<file path="config.mk">
export PLATFORM = sky130hd
export DESIGN_NAME = dbs_top
export DESIGN_NICKNAME = d
export VERILOG_FILES = /design/src/rtl/dbs_top.v
export VERILOG_INCLUDE_DIRS = /design/src /design/src/rtl
export SDC_FILE = /design/constraint.sdc
export NUM_CORES = 1
export LEC_CHECK = 0
export BUFFER_PORTS_ARGS = -buffer_cell sky130_fd_sc_hd__buf_2
export CORE_MARGIN = 1.5
export CORE_UTILIZATION = 45
export CTS_CLUSTER_SIZE = 24
export DETAILED_ROUTE_END_ITERATION = 10
export PLACE_DENSITY = 0.71
export SLEW_MARGIN = 20
export SYNTH_ARGS = -nofsm -noshare
export SYNTH_HDL_FRONTEND = slang
export SYNTH_SLANG_ARGS = --single-unit
</file>
<file path="constraint.sdc">
create_clock -name I_CLK -period 5.7 [get_ports I_CLK]
set_clock_uncertainty 0.15 [all_clocks]
set_input_delay 1.71 -clock I_CLK [delete_from_list [all_inputs] [get_ports I_CLK]]
set_output_delay 1.71 -clock I_CLK [all_outputs]
set_load 0.01 [all_outputs]
</file>
<file path="src/rtl/dbs_defs.vh">
// constants for the drive brake sequencer
// assumes a 20 MHz core clock
`ifndef DBS_DEFS_VH
`define DBS_DEFS_VH
`define DBS_CLK_HZ 20000000
// register byte addresses
`define DBS_A_CTRL 8'h00
`define DBS_A_VON 8'h04
`define DBS_A_VOFF 8'h08
`define DBS_A_PWRDLY 8'h0c
`define DBS_A_ONDLY 8'h10
`define DBS_A_OFFDLY 8'h14
`define DBS_A_PULLT 8'h18
`define DBS_A_PULLD 8'h1c
`define DBS_A_HOLDD 8'h20
`define DBS_A_STAT 8'h24
`define DBS_A_VBUS 8'h28
// control fields
`define DBS_C_RES_EN 0
`define DBS_C_HB_EN 1
`define DBS_C_DRV_REQ 2
// reset values
`define DBS_RST_VON 16'hffff
`define DBS_RST_VOFF 16'hffff
`define DBS_RST_PULLD 7'h64
`define DBS_RST_HOLDD 7'h32
// time base: one millisecond tick
`define DBS_TICK_MS 1
`define DBS_TICK_CYC (`DBS_CLK_HZ / 1000 * `DBS_TICK_MS)
`define DBS_PWM_STEPS 100
`endif

</file>
<file path="src/rtl/dbs_top.v">
// drive brake sequencer: shunt resistor hysteresis, power-on delay,
// holding brake sequencing with pwm coil drive
// assumes bus voltage code and enable pin from outside, register port on I_CLK
//
// Design decisions made here: the placing of the registers and the plain strobed port.
`timescale 1ns/100ps
`default_nettype none
`include "dbs_defs.vh"
module dbs_top #(
   parameter VW = 16,
   parameter TICK_CYC = `DBS_TICK_CYC
)(
   input wire I_CLK,
   input wire I_RESET,
   input wire [7:0] I_ADDR,
   input wire [31:0] I_WDATA,
   input wire I_WR,
   input wire I_RD,
   output reg [31:0] O_RDATA,
   input wire [VW-1:0] I_VBUS,
   input wire I_ENABLE_PIN,
   output reg O_RESISTOR_ON,
   output reg O_HOLDING_BRAKE_OUTPUT,
   output reg O_STAGE_ON
);
   localparam S_OFF = 5'h01;
   localparam S_ONDLY = 5'h02;
   localparam S_RUN = 5'h04;
   localparam S_OFFDLY = 5'h08;
   localparam S_PWRUP = 5'h10;
   reg [2:0] ctrl_r;
   reg [VW-1:0] von_r;
   reg [VW-1:0] voff_r;
   reg [15:0] pwrdly_r;
   reg [15:0] ondly_r;
   reg [15:0] offdly_r;
   reg [15:0] pullt_r;
   reg [6:0] pulld_r;
   reg [6:0] holdd_r;
   reg en_s1_r;
   reg en_s2_r;
   reg [VW-1:0] vb_s1_r;
   reg [VW-1:0] vb_s2_r;
   reg [31:0] tick_cnt_r;
   reg tick_r;
   reg [15:0] pwr_cnt_r;
   reg pwr_done_r;
   reg [4:0] state_r;
   reg [4:0] state_nxt;
   reg [15:0] dly_cnt_r;
   reg coil_on_r;
   reg [15:0] pull_cnt_r;
   reg [6:0] pwm_cnt_r;
   wire want_run;
   wire dly_done;
   wire pulling;
   wire [6:0] duty;
   // registers; reads answer one cycle later, unmapped reads zero
   always @(posedge I_CLK)
   begin
      if (I_RESET)
      begin
         ctrl_r <= 3'h0;
         von_r <= `DBS_RST_VON;
         voff_r <= `DBS_RST_VOFF;
         pwrdly_r <= 16'h0000;
         ondly_r <= 16'h0000;
         offdly_r <= 16'h0000;
         pullt_r <= 16'h0000;
         pulld_r <= `DBS_RST_PULLD;
         holdd_r <= `DBS_RST_HOLDD;
         O_RDATA <= 32'h00000000;
      end
      else
      begin
         if (I_WR)
         begin
            if (I_ADDR == `DBS_A_CTRL)
               ctrl_r <= I_WDATA[2:0];
            else if (I_ADDR == `DBS_A_VON)
               von_r <= I_WDATA[VW-1:0];
            else if (I_ADDR == `DBS_A_VOFF)
               voff_r <= I_WDATA[VW-1:0];
            else if (I_ADDR == `DBS_A_PWRDLY)
               pwrdly_r <= I_WDATA[15:0];
            else if (I_ADDR == `DBS_A_ONDLY)
               ondly_r <= I_WDATA[15:0];
            else if (I_ADDR == `DBS_A_OFFDLY)
               offdly_r <= I_WDATA[15:0];
            else if (I_ADDR == `DBS_A_PULLT)
               pullt_r <= I_WDATA[15:0];
            // percentages above 100 are clipped to full duty
            else if (I_ADDR == `DBS_A_PULLD)
               pulld_r <= (I_WDATA[6:0] > 7'h64) ? 7'h64 : I_WDATA[6:0];
            else if (I_ADDR == `DBS_A_HOLDD)
               holdd_r <= (I_WDATA[6:0] > 7'h64) ? 7'h64 : I_WDATA[6:0];
         end
         O_RDATA <= 32'h00000000;
         if (I_RD)
         begin
            if (I_ADDR == `DBS_A_CTRL)
               O_RDATA <= {29'h0, ctrl_r};
            else if (I_ADDR == `DBS_A_VON)
               O_RDATA <= {{(32-VW){1'b0}}, von_r};
            else if (I_ADDR == `DBS_A_VOFF)
               O_RDATA <= {{(32-VW){1'b0}}, voff_r};
            else if (I_ADDR == `DBS_A_PWRDLY)
               O_RDATA <= {16'h0, pwrdly_r};
            else if (I_ADDR == `DBS_A_ONDLY)
               O_RDATA <= {16'h0, ondly_r};
            else if (I_ADDR == `DBS_A_OFFDLY)
               O_RDATA <= {16'h0, offdly_r};
            else if (I_ADDR == `DBS_A_PULLT)
               O_RDATA <= {16'h0, pullt_r};
            else if (I_ADDR == `DBS_A_PULLD)
               O_RDATA <= {25'h0, pulld_r};
            else if (I_ADDR == `DBS_A_HOLDD)
               O_RDATA <= {25'h0, holdd_r};
            else if (I_ADDR == `DBS_A_STAT)
               O_RDATA <= {24'h0, pwr_done_r, en_s2_r, O_STAGE_ON,
                  O_HOLDING_BRAKE_OUTPUT, O_RESISTOR_ON, coil_on_r, pulling, 1'b0};
            else if (I_ADDR == `DBS_A_VBUS)
               O_RDATA <= {{(32-VW){1'b0}}, vb_s2_r};
         end
      end
   end
   // pin inputs pass two flops; bus voltage assumed slow against the clock
   always @(posedge I_CLK)
   begin
      if (I_RESET)
      begin
         en_s1_r <= 1'b0;
         en_s2_r <= 1'b0;
         vb_s1_r <= {VW{1'b0}};
         vb_s2_r <= {VW{1'b0}};
      end
      else
      begin
         en_s1_r <= I_ENABLE_PIN;
         en_s2_r <= en_s1_r;
         vb_s1_r <= I_VBUS;
         vb_s2_r <= vb_s1_r;
      end
   end
   // shunt resistor with hysteresis
   always @(posedge I_CLK)
   begin
      if (I_RESET)
         O_RESISTOR_ON <= 1'b0;
      else if (!ctrl_r[`DBS_C_RES_EN])
         O_RESISTOR_ON <= 1'b0;
      else if (!O_RESISTOR_ON && vb_s2_r >= von_r)
         O_RESISTOR_ON <= 1'b1;
      else if (O_RESISTOR_ON && vb_s2_r <= voff_r)
         O_RESISTOR_ON <= 1'b0;
      // otherwise hold
   end
   // millisecond tick shared by all delays
   always @(posedge I_CLK)
   begin
      if (I_RESET)
      begin
         tick_cnt_r <= 32'h0;
         tick_r <= 1'b0;
      end
      else if (tick_cnt_r == TICK_CYC - 1)
      begin
         tick_cnt_r <= 32'h0;
         tick_r <= 1'b1;
      end
      else
      begin
         tick_cnt_r <= tick_cnt_r + 32'h1;
         tick_r <= 1'b0;
      end
   end
   // power-on hold-off, counts from reset release
   // not latched: the delay register is only written after reset, and a
   // latch would fire on its zero reset value before software sets it
   always @(posedge I_CLK)
   begin
      if (I_RESET)
      begin
         pwr_cnt_r <= 16'h0;
         pwr_done_r <= 1'b0;
      end
      else
      begin
         if (tick_r && pwr_cnt_r != 16'hffff)
            pwr_cnt_r <= pwr_cnt_r + 16'h1;
         pwr_done_r <= (pwr_cnt_r >= pwrdly_r);
      end
   end
   assign want_run = ctrl_r[`DBS_C_DRV_REQ] && en_s2_r && pwr_done_r;
   // brake bypass makes both delays zero
   assign dly_done = !ctrl_r[`DBS_C_HB_EN] ||
      (dly_cnt_r >= ((state_r == S_ONDLY) ? ondly_r : offdly_r));
   always @*
   begin
      state_nxt = state_r;
      case (state_r)
         S_PWRUP:
            if (pwr_done_r)
               state_nxt = S_OFF;
         S_OFF:
            if (want_run)
               state_nxt = S_ONDLY;
         S_ONDLY:
            if (!want_run)
               state_nxt = S_OFF;
            else if (dly_done)
               state_nxt = S_RUN;
         S_RUN:
            if (!want_run)
               state_nxt = S_OFFDLY;
         S_OFFDLY:
            if (dly_done)
               state_nxt = S_OFF;
         default:
            state_nxt = S_OFF;
      endcase
   end
   always @(posedge I_CLK)
   begin
      if (I_RESET)
      begin
         state_r <= S_PWRUP;
         dly_cnt_r <= 16'h0;
      end
      else
      begin
         state_r <= state_nxt;
         if (state_nxt != state_r)
            dly_cnt_r <= 16'h0;
         else if (tick_r && dly_cnt_r != 16'hffff)
            dly_cnt_r <= dly_cnt_r + 16'h1;
      end
   end
   // coil energised releases the brake; pull-in then hold
   always @(posedge I_CLK)
   begin
      if (I_RESET)
      begin
         coil_on_r <= 1'b0;
         pull_cnt_r <= 16'h0;
         O_STAGE_ON <= 1'b0;
      end
      else
      begin
         coil_on_r <= ctrl_r[`DBS_C_HB_EN] && (state_nxt == S_RUN);
         O_STAGE_ON <= (state_nxt == S_ONDLY) || (state_nxt == S_RUN) ||
            (state_nxt == S_OFFDLY);
         if (!coil_on_r)
            pull_cnt_r <= 16'h0;
         else if (tick_r && pulling)
            pull_cnt_r <= pull_cnt_r + 16'h1;
      end
   end
   assign pulling = coil_on_r && (pull_cnt_r < pullt_r);
   assign duty = pulling ? pulld_r : holdd_r;
   // pwm period of 100 steps so duty equals percent directly
   always @(posedge I_CLK)
   begin
      if (I_RESET)
      begin
         pwm_cnt_r <= 7'h0;
         O_HOLDING_BRAKE_OUTPUT <= 1'b0;
      end
      else
      begin
         if (pwm_cnt_r == `DBS_PWM_STEPS - 1)
            pwm_cnt_r <= 7'h0;
         else
            pwm_cnt_r <= pwm_cnt_r + 7'h1;
         O_HOLDING_BRAKE_OUTPUT <= coil_on_r && (pwm_cnt_r < duty);
      end
   end
endmodule // dbs_top
`default_nettype wire

</file>
After elaboration in Yosys (flattened, before gate mapping):

Cells that the tools add are included.

* add/sub/neg operators: 5
* magnitude comparators: 7
* equality and inequality tests: 23
* mux-type cells: 24
* bitwise gates (word level): 11
* reductions and logical operators: 34

Operator list (count)
* $mux 16: 11
* $add 16x1->16 const B: 3
* $ge 16x16->1: 3
* $add 32x1->32 const B: 1
* $eq 32x15->1 const B: 1
* $eq 8x5->1 const B: 4
* $ne 16x16->1 const B: 2
* $mux 5: 6
* $pmux 5 s5: 1
* $eq 8x6->1 const B: 3
* $eq 8x4->1 const B: 2
* $le 16x16->1: 1
* $lt 16x16->1: 1
* $mux 7: 2
* $reduce_or 12->1: 1
* $reduce_or 2->1: 6
* $not 1->1: 11
* $eq 5x2->1 const B: 2
* $eq 5x3->1 const B: 2
* $eq 5x4->1 const B: 2
* $logic_and 1x1->1: 10
* $reduce_and 10->1: 1
* $reduce_and 9->1: 1
* $eq 8x3->1 const B: 1
* other kinds (21): 26

* flip-flop bits (word level): 277
* input bits: 61
* output and inout bits: 35
* word-level logic and storage cells: 132

Longest topological paths before layout:

* word-level depth: 12
* depth in mapped cells: 17

Least setup slack after synthesis:

Ideal clock, no wire load.

* path kind: input port to flip-flop
* from: input port I_ADDR[4]
* to: register pulld_r[6]
* setup time: 0.120 ns
* arrival time: 3.354 ns
* required time: 5.430 ns
* path slack: 2.076 ns
* cell stages on the path: 8
* buffers on the path: 2
* cell sequence: buf_2 -> or4b_1 -> buf_2 -> nor2_2 -> nand2_1 -> nor2_2 -> nor2b_1 -> a211o_1

* word-level cells in the longest chain between the ends: 3
* elaborated cells between the ends (all ways): 16
* classes of those cells: 7 x eq/ne; 7 x bitwise; 2 x reduce/logical

Ends and longest elaborated chain
* start: declaration: RTL line dbs_top.v:15 `input wire [7:0] I_ADDR,`
* $eq 8x5->1 (no source line), or another cell as far along
* $not 1->1 (no source line)
* $reduce_and 9->1 (no source line) *
* end signal: assignment: RTL line dbs_top.v:70 `` pulld_r <= `DBS_RST_PULLD; ``
* end signal: assignment: RTL line dbs_top.v:94 `pulld_r <= (I_WDATA[6:0] > 7'h64) ? 7'h64 : I_WDATA[6:0];`
* end: declaration: RTL line dbs_top.v:38 `reg [6:0] pulld_r;`

Mark *: on every way between the ends. The rest lies on a longest branch, timed or not.
A chain may end at the register's enable or synchronous reset.

Worst setup path in the final report:

* from: input port I_ADDR[7]
* to: register voff_r[8]

* word-level cells in the longest chain between the ends: 3
* elaborated cells between the ends (all ways): 6
* classes of those cells: 2 x eq/ne; 2 x bitwise; 2 x reduce/logical

Ends and longest elaborated chain
* $eq 8x3->1 (no source line) or $logic_not 8->1 (tied branches)
* $not 1->1 (no source line)
* $reduce_and 4->1 (no source line) *
* end signal: assignment: RTL line dbs_top.v:65 `` voff_r <= `DBS_RST_VOFF; ``
* end signal: assignment: RTL line dbs_top.v:83 `voff_r <= I_WDATA[VW-1:0];`
* end: declaration: RTL line dbs_top.v:33 `reg [VW-1:0] voff_r;`

Marks and branches as above.

==> flow_summary.ini <==
[routing]
drt_iter0_drc = 917
vias = 11800
wl_mm = 36.4
wl_per_cell_um = 17.6
via_per_inst = 5.71
drc = 0
drt-pass1-iter-count = 5
ant_nets = 0

[timing]
whs_ps = 285
max_freq_ghz = 0.254
worstMarginPinSlew_ps = 1150
setup_viol = 0
period_share_pct = 69.0
slew_viol_final = 0
setup_tns_ps = 0
rsz0062_at_grt = false
fin_ws_ps = 1770
final.min_clock_period_ps = 3930
hold_viol = 0
maxSlewHeadroom_pct = 23.0

[placed_design]
globalplace.congestion = 0.959
io_buffers = 63
post-place-ws_ps = 1290
hpwlAfterDp_mm = 26.1
placed_area_mm2 = 0.0140
place_inst = 2012

[cells_and_area]
final_cell_area_mm2 = 0.0151
syn_to_final_growth_pct = 11.5
n_fill_cell = 2829
fin_cells = 2065
multi_input_area_mm2 = 0.00753
drive_gt1_share_pct = 8.90
post-route-util_pct = 50.9
seq_area_mm2 = 0.00523
nNetsFinal = 1803

[cts]
hold_buffers = 0
post_cts_buffers = 0
cts_tree = yes
post_cts_resize_count = 0
cts_sinks = 261
htree_num_levels = 1
cts_buffers = 28
clk_latency_ps = 540
clk_pin_slew_worst_paths_ps = 60
root_buffer = clkbuf_16
clock_path_buffers = 3

[setup_path]
r2r_start = state_r[1]
crit_end = voff_r[8]
worstPathArrival_ps = 4210
cp.required_ps = 5980
cp_max_fo = 22
crit_type = in2reg
r2r_end = dly_cnt_r[2]
reg2reg_slack_ps = 1790
worstSetupStartpointType = input pin
end_kind = flip-flop
r2r_cells = 10
cp-startpoint = I_ADDR[7]

[pwr]
p_per_area_mw_per_mm2 = 270
power.total_mw = 4.07
total_leakage_power_nw = 6.06
worst_ir_drop_vdd_v = 0.000248

[logic_synthesis]
synth_edf_count = 0
syn_area_per_cell_um2 = 8.28
ys_seq_elements = 261
yosysSeqAreaShare_pct = 38.7
syn_inst = 1631
synthArstFlopShare_pct = 0
synth_area_mm2 = 0.0135
synth_warnings = 0
synth-main-ff-cell = dfxtp_1
ys_types = 70

[grt]
grt_overflow_total = 0
grt_antenna_before_repair = 2
track_usage_pct = 23.2
grt_max_degree = 123
grt_pass1_vias = 10900
grt_pass1_wl_mm = 57.5

[floorplanning]
die_x_um = 176
initial_utilization_pct = 45.7
core_mm2 = 0.0296
die_area_mm2 = 0.0311
rows = 63
fp.dieH_um = 176
io_pins = 96

[hold_path]
hold_class = reg2reg
hold_path_startpoint = vb_s1_r[13]

[job]
maxCapViolCount = 0

[run_status]
status = finished clean
-- worst min path at each step --
stage	to	depth (start not counted)	slack (ps)
floorplan	en_s2_r	1	260
global route	vb_s2_r[6]	1	300
global placement	vb_s2_r[8]	1	270
detailed placement	vb_s2_r[13]	1	270
finish	vb_s2_r[13]	1	280
CTS	vb_s2_r[13]	1	290
-- cell usage in the layout, fill, tap and decap left out, types with 43 or more instances in the layout --
master,n
a21oi_1,134
buf_2,62
dfxtp_1,261
ha_1,90
inv_1,83
mux2i_1,58
nand2_1,223
nand3_1,43
nor2_1,135
nor2b_1,51
o21ai_0,51
-- synth_stat cells (5+ instances only) --
cell type / n / area (um^2)
clkbuf_1: 58 / 218
nand3_1: 43 / 215
a31oi_1: 7 / 43.8
a22oi_1: 23 / 173
o31ai_1: 7 / 52.6
dfxtp_1: 261 / 5230
buf_4: 18 / 135
inv_1: 83 / 312
o22ai_1: 20 / 125
o211ai_1: 24 / 180
a21oi_1: 134 / 671
xor2_1: 25 / 219
a21o_1: 19 / 143
nor4_1: 10 / 62.6
a211oi_1: 8 / 60.1
or3_1: 17 / 106
and4_1: 7 / 61.3
ha_1: 90 / 1130
or4_1: 10 / 75.1
nand4_1: 37 / 231
o21a_1: 8 / 60.1
nor2_1: 135 / 507
nor3_1: 23 / 115
a211o_1: 17 / 149
and3_1: 18 / 113
a2111oi_0: 5 / 43.8
or2_2: 7 / 43.8
nand2b_1: 11 / 68.8
buf_2: 21 / 105
xnor2_1: 29 / 254
o21ai_0: 52 / 260
nand2_1: 223 / 837
nor2b_1: 51 / 319
mux2i_1: 58 / 581
-- flip-flops by register name, indices dropped and copies added, names as in the netlist, 16 cells and up --
signal      cells
pullt_r        16
vb_s2_r        16
von_r          16
dly_cnt_r      16
vb_s1_r        16
pull_cnt_r     16
offdly_r       16
voff_r         16
O_RDATA        16
pwrdly_r       16
tick_cnt_r     32
pwr_cnt_r      16
ondly_r        16
-- final cells by class --
| type | instances | area share [%] |
|---|---|---|
| multi-input cells | 1200 | 50.0 |
| flip-flops and latches | 261 | 34.7 |
| clock buffers | 37 | 5.42 |
| well taps | 390 | 3.24 |
| repair buffers | 77 | 2.89 |
| inverters | 84 | 2.09 |
| clock inverters | 15 | 1.58 |
| diodes | 1 | 0.0166 |
-- kinds of logic (layout without fill, tap and decap cells) --
logic type,after synthesis,after routing,share of synthesized area (%)
and+or+nand+nor,617,617,22.0
buffers and inverters,185,213,5.95
AOI/OAI and AO/OA,362,362,17.0
xor gates and xnor gates,54,54,3.50
adders and majority gates,90,90,8.34
DFF,261,261,38.7
muxes,61,61,4.55
other,1,17,0.0278
-- where the power goes --
part           switching, mW  leakage, nW  internal [mW]
sequential            0.0176         2.11           1.84
clock                  0.770        0.516           1.28
combinational          0.111         3.43         0.0501
-- worst max-delay path, stage by stage --
cell	delay, ps
buf_2	130
or4_1	730
nor2_4	440
and3_1	470
buf_4	350
nor2_1	90
a211o_1	280
-- routing by layer --
layer	wire (um)	GRT usage, %
met5	13	0
met4	1370	9.08
met3	2330	3.45
met2	16600	38.0
met1	16100	30.6
(Power assumes the default switching activity.)
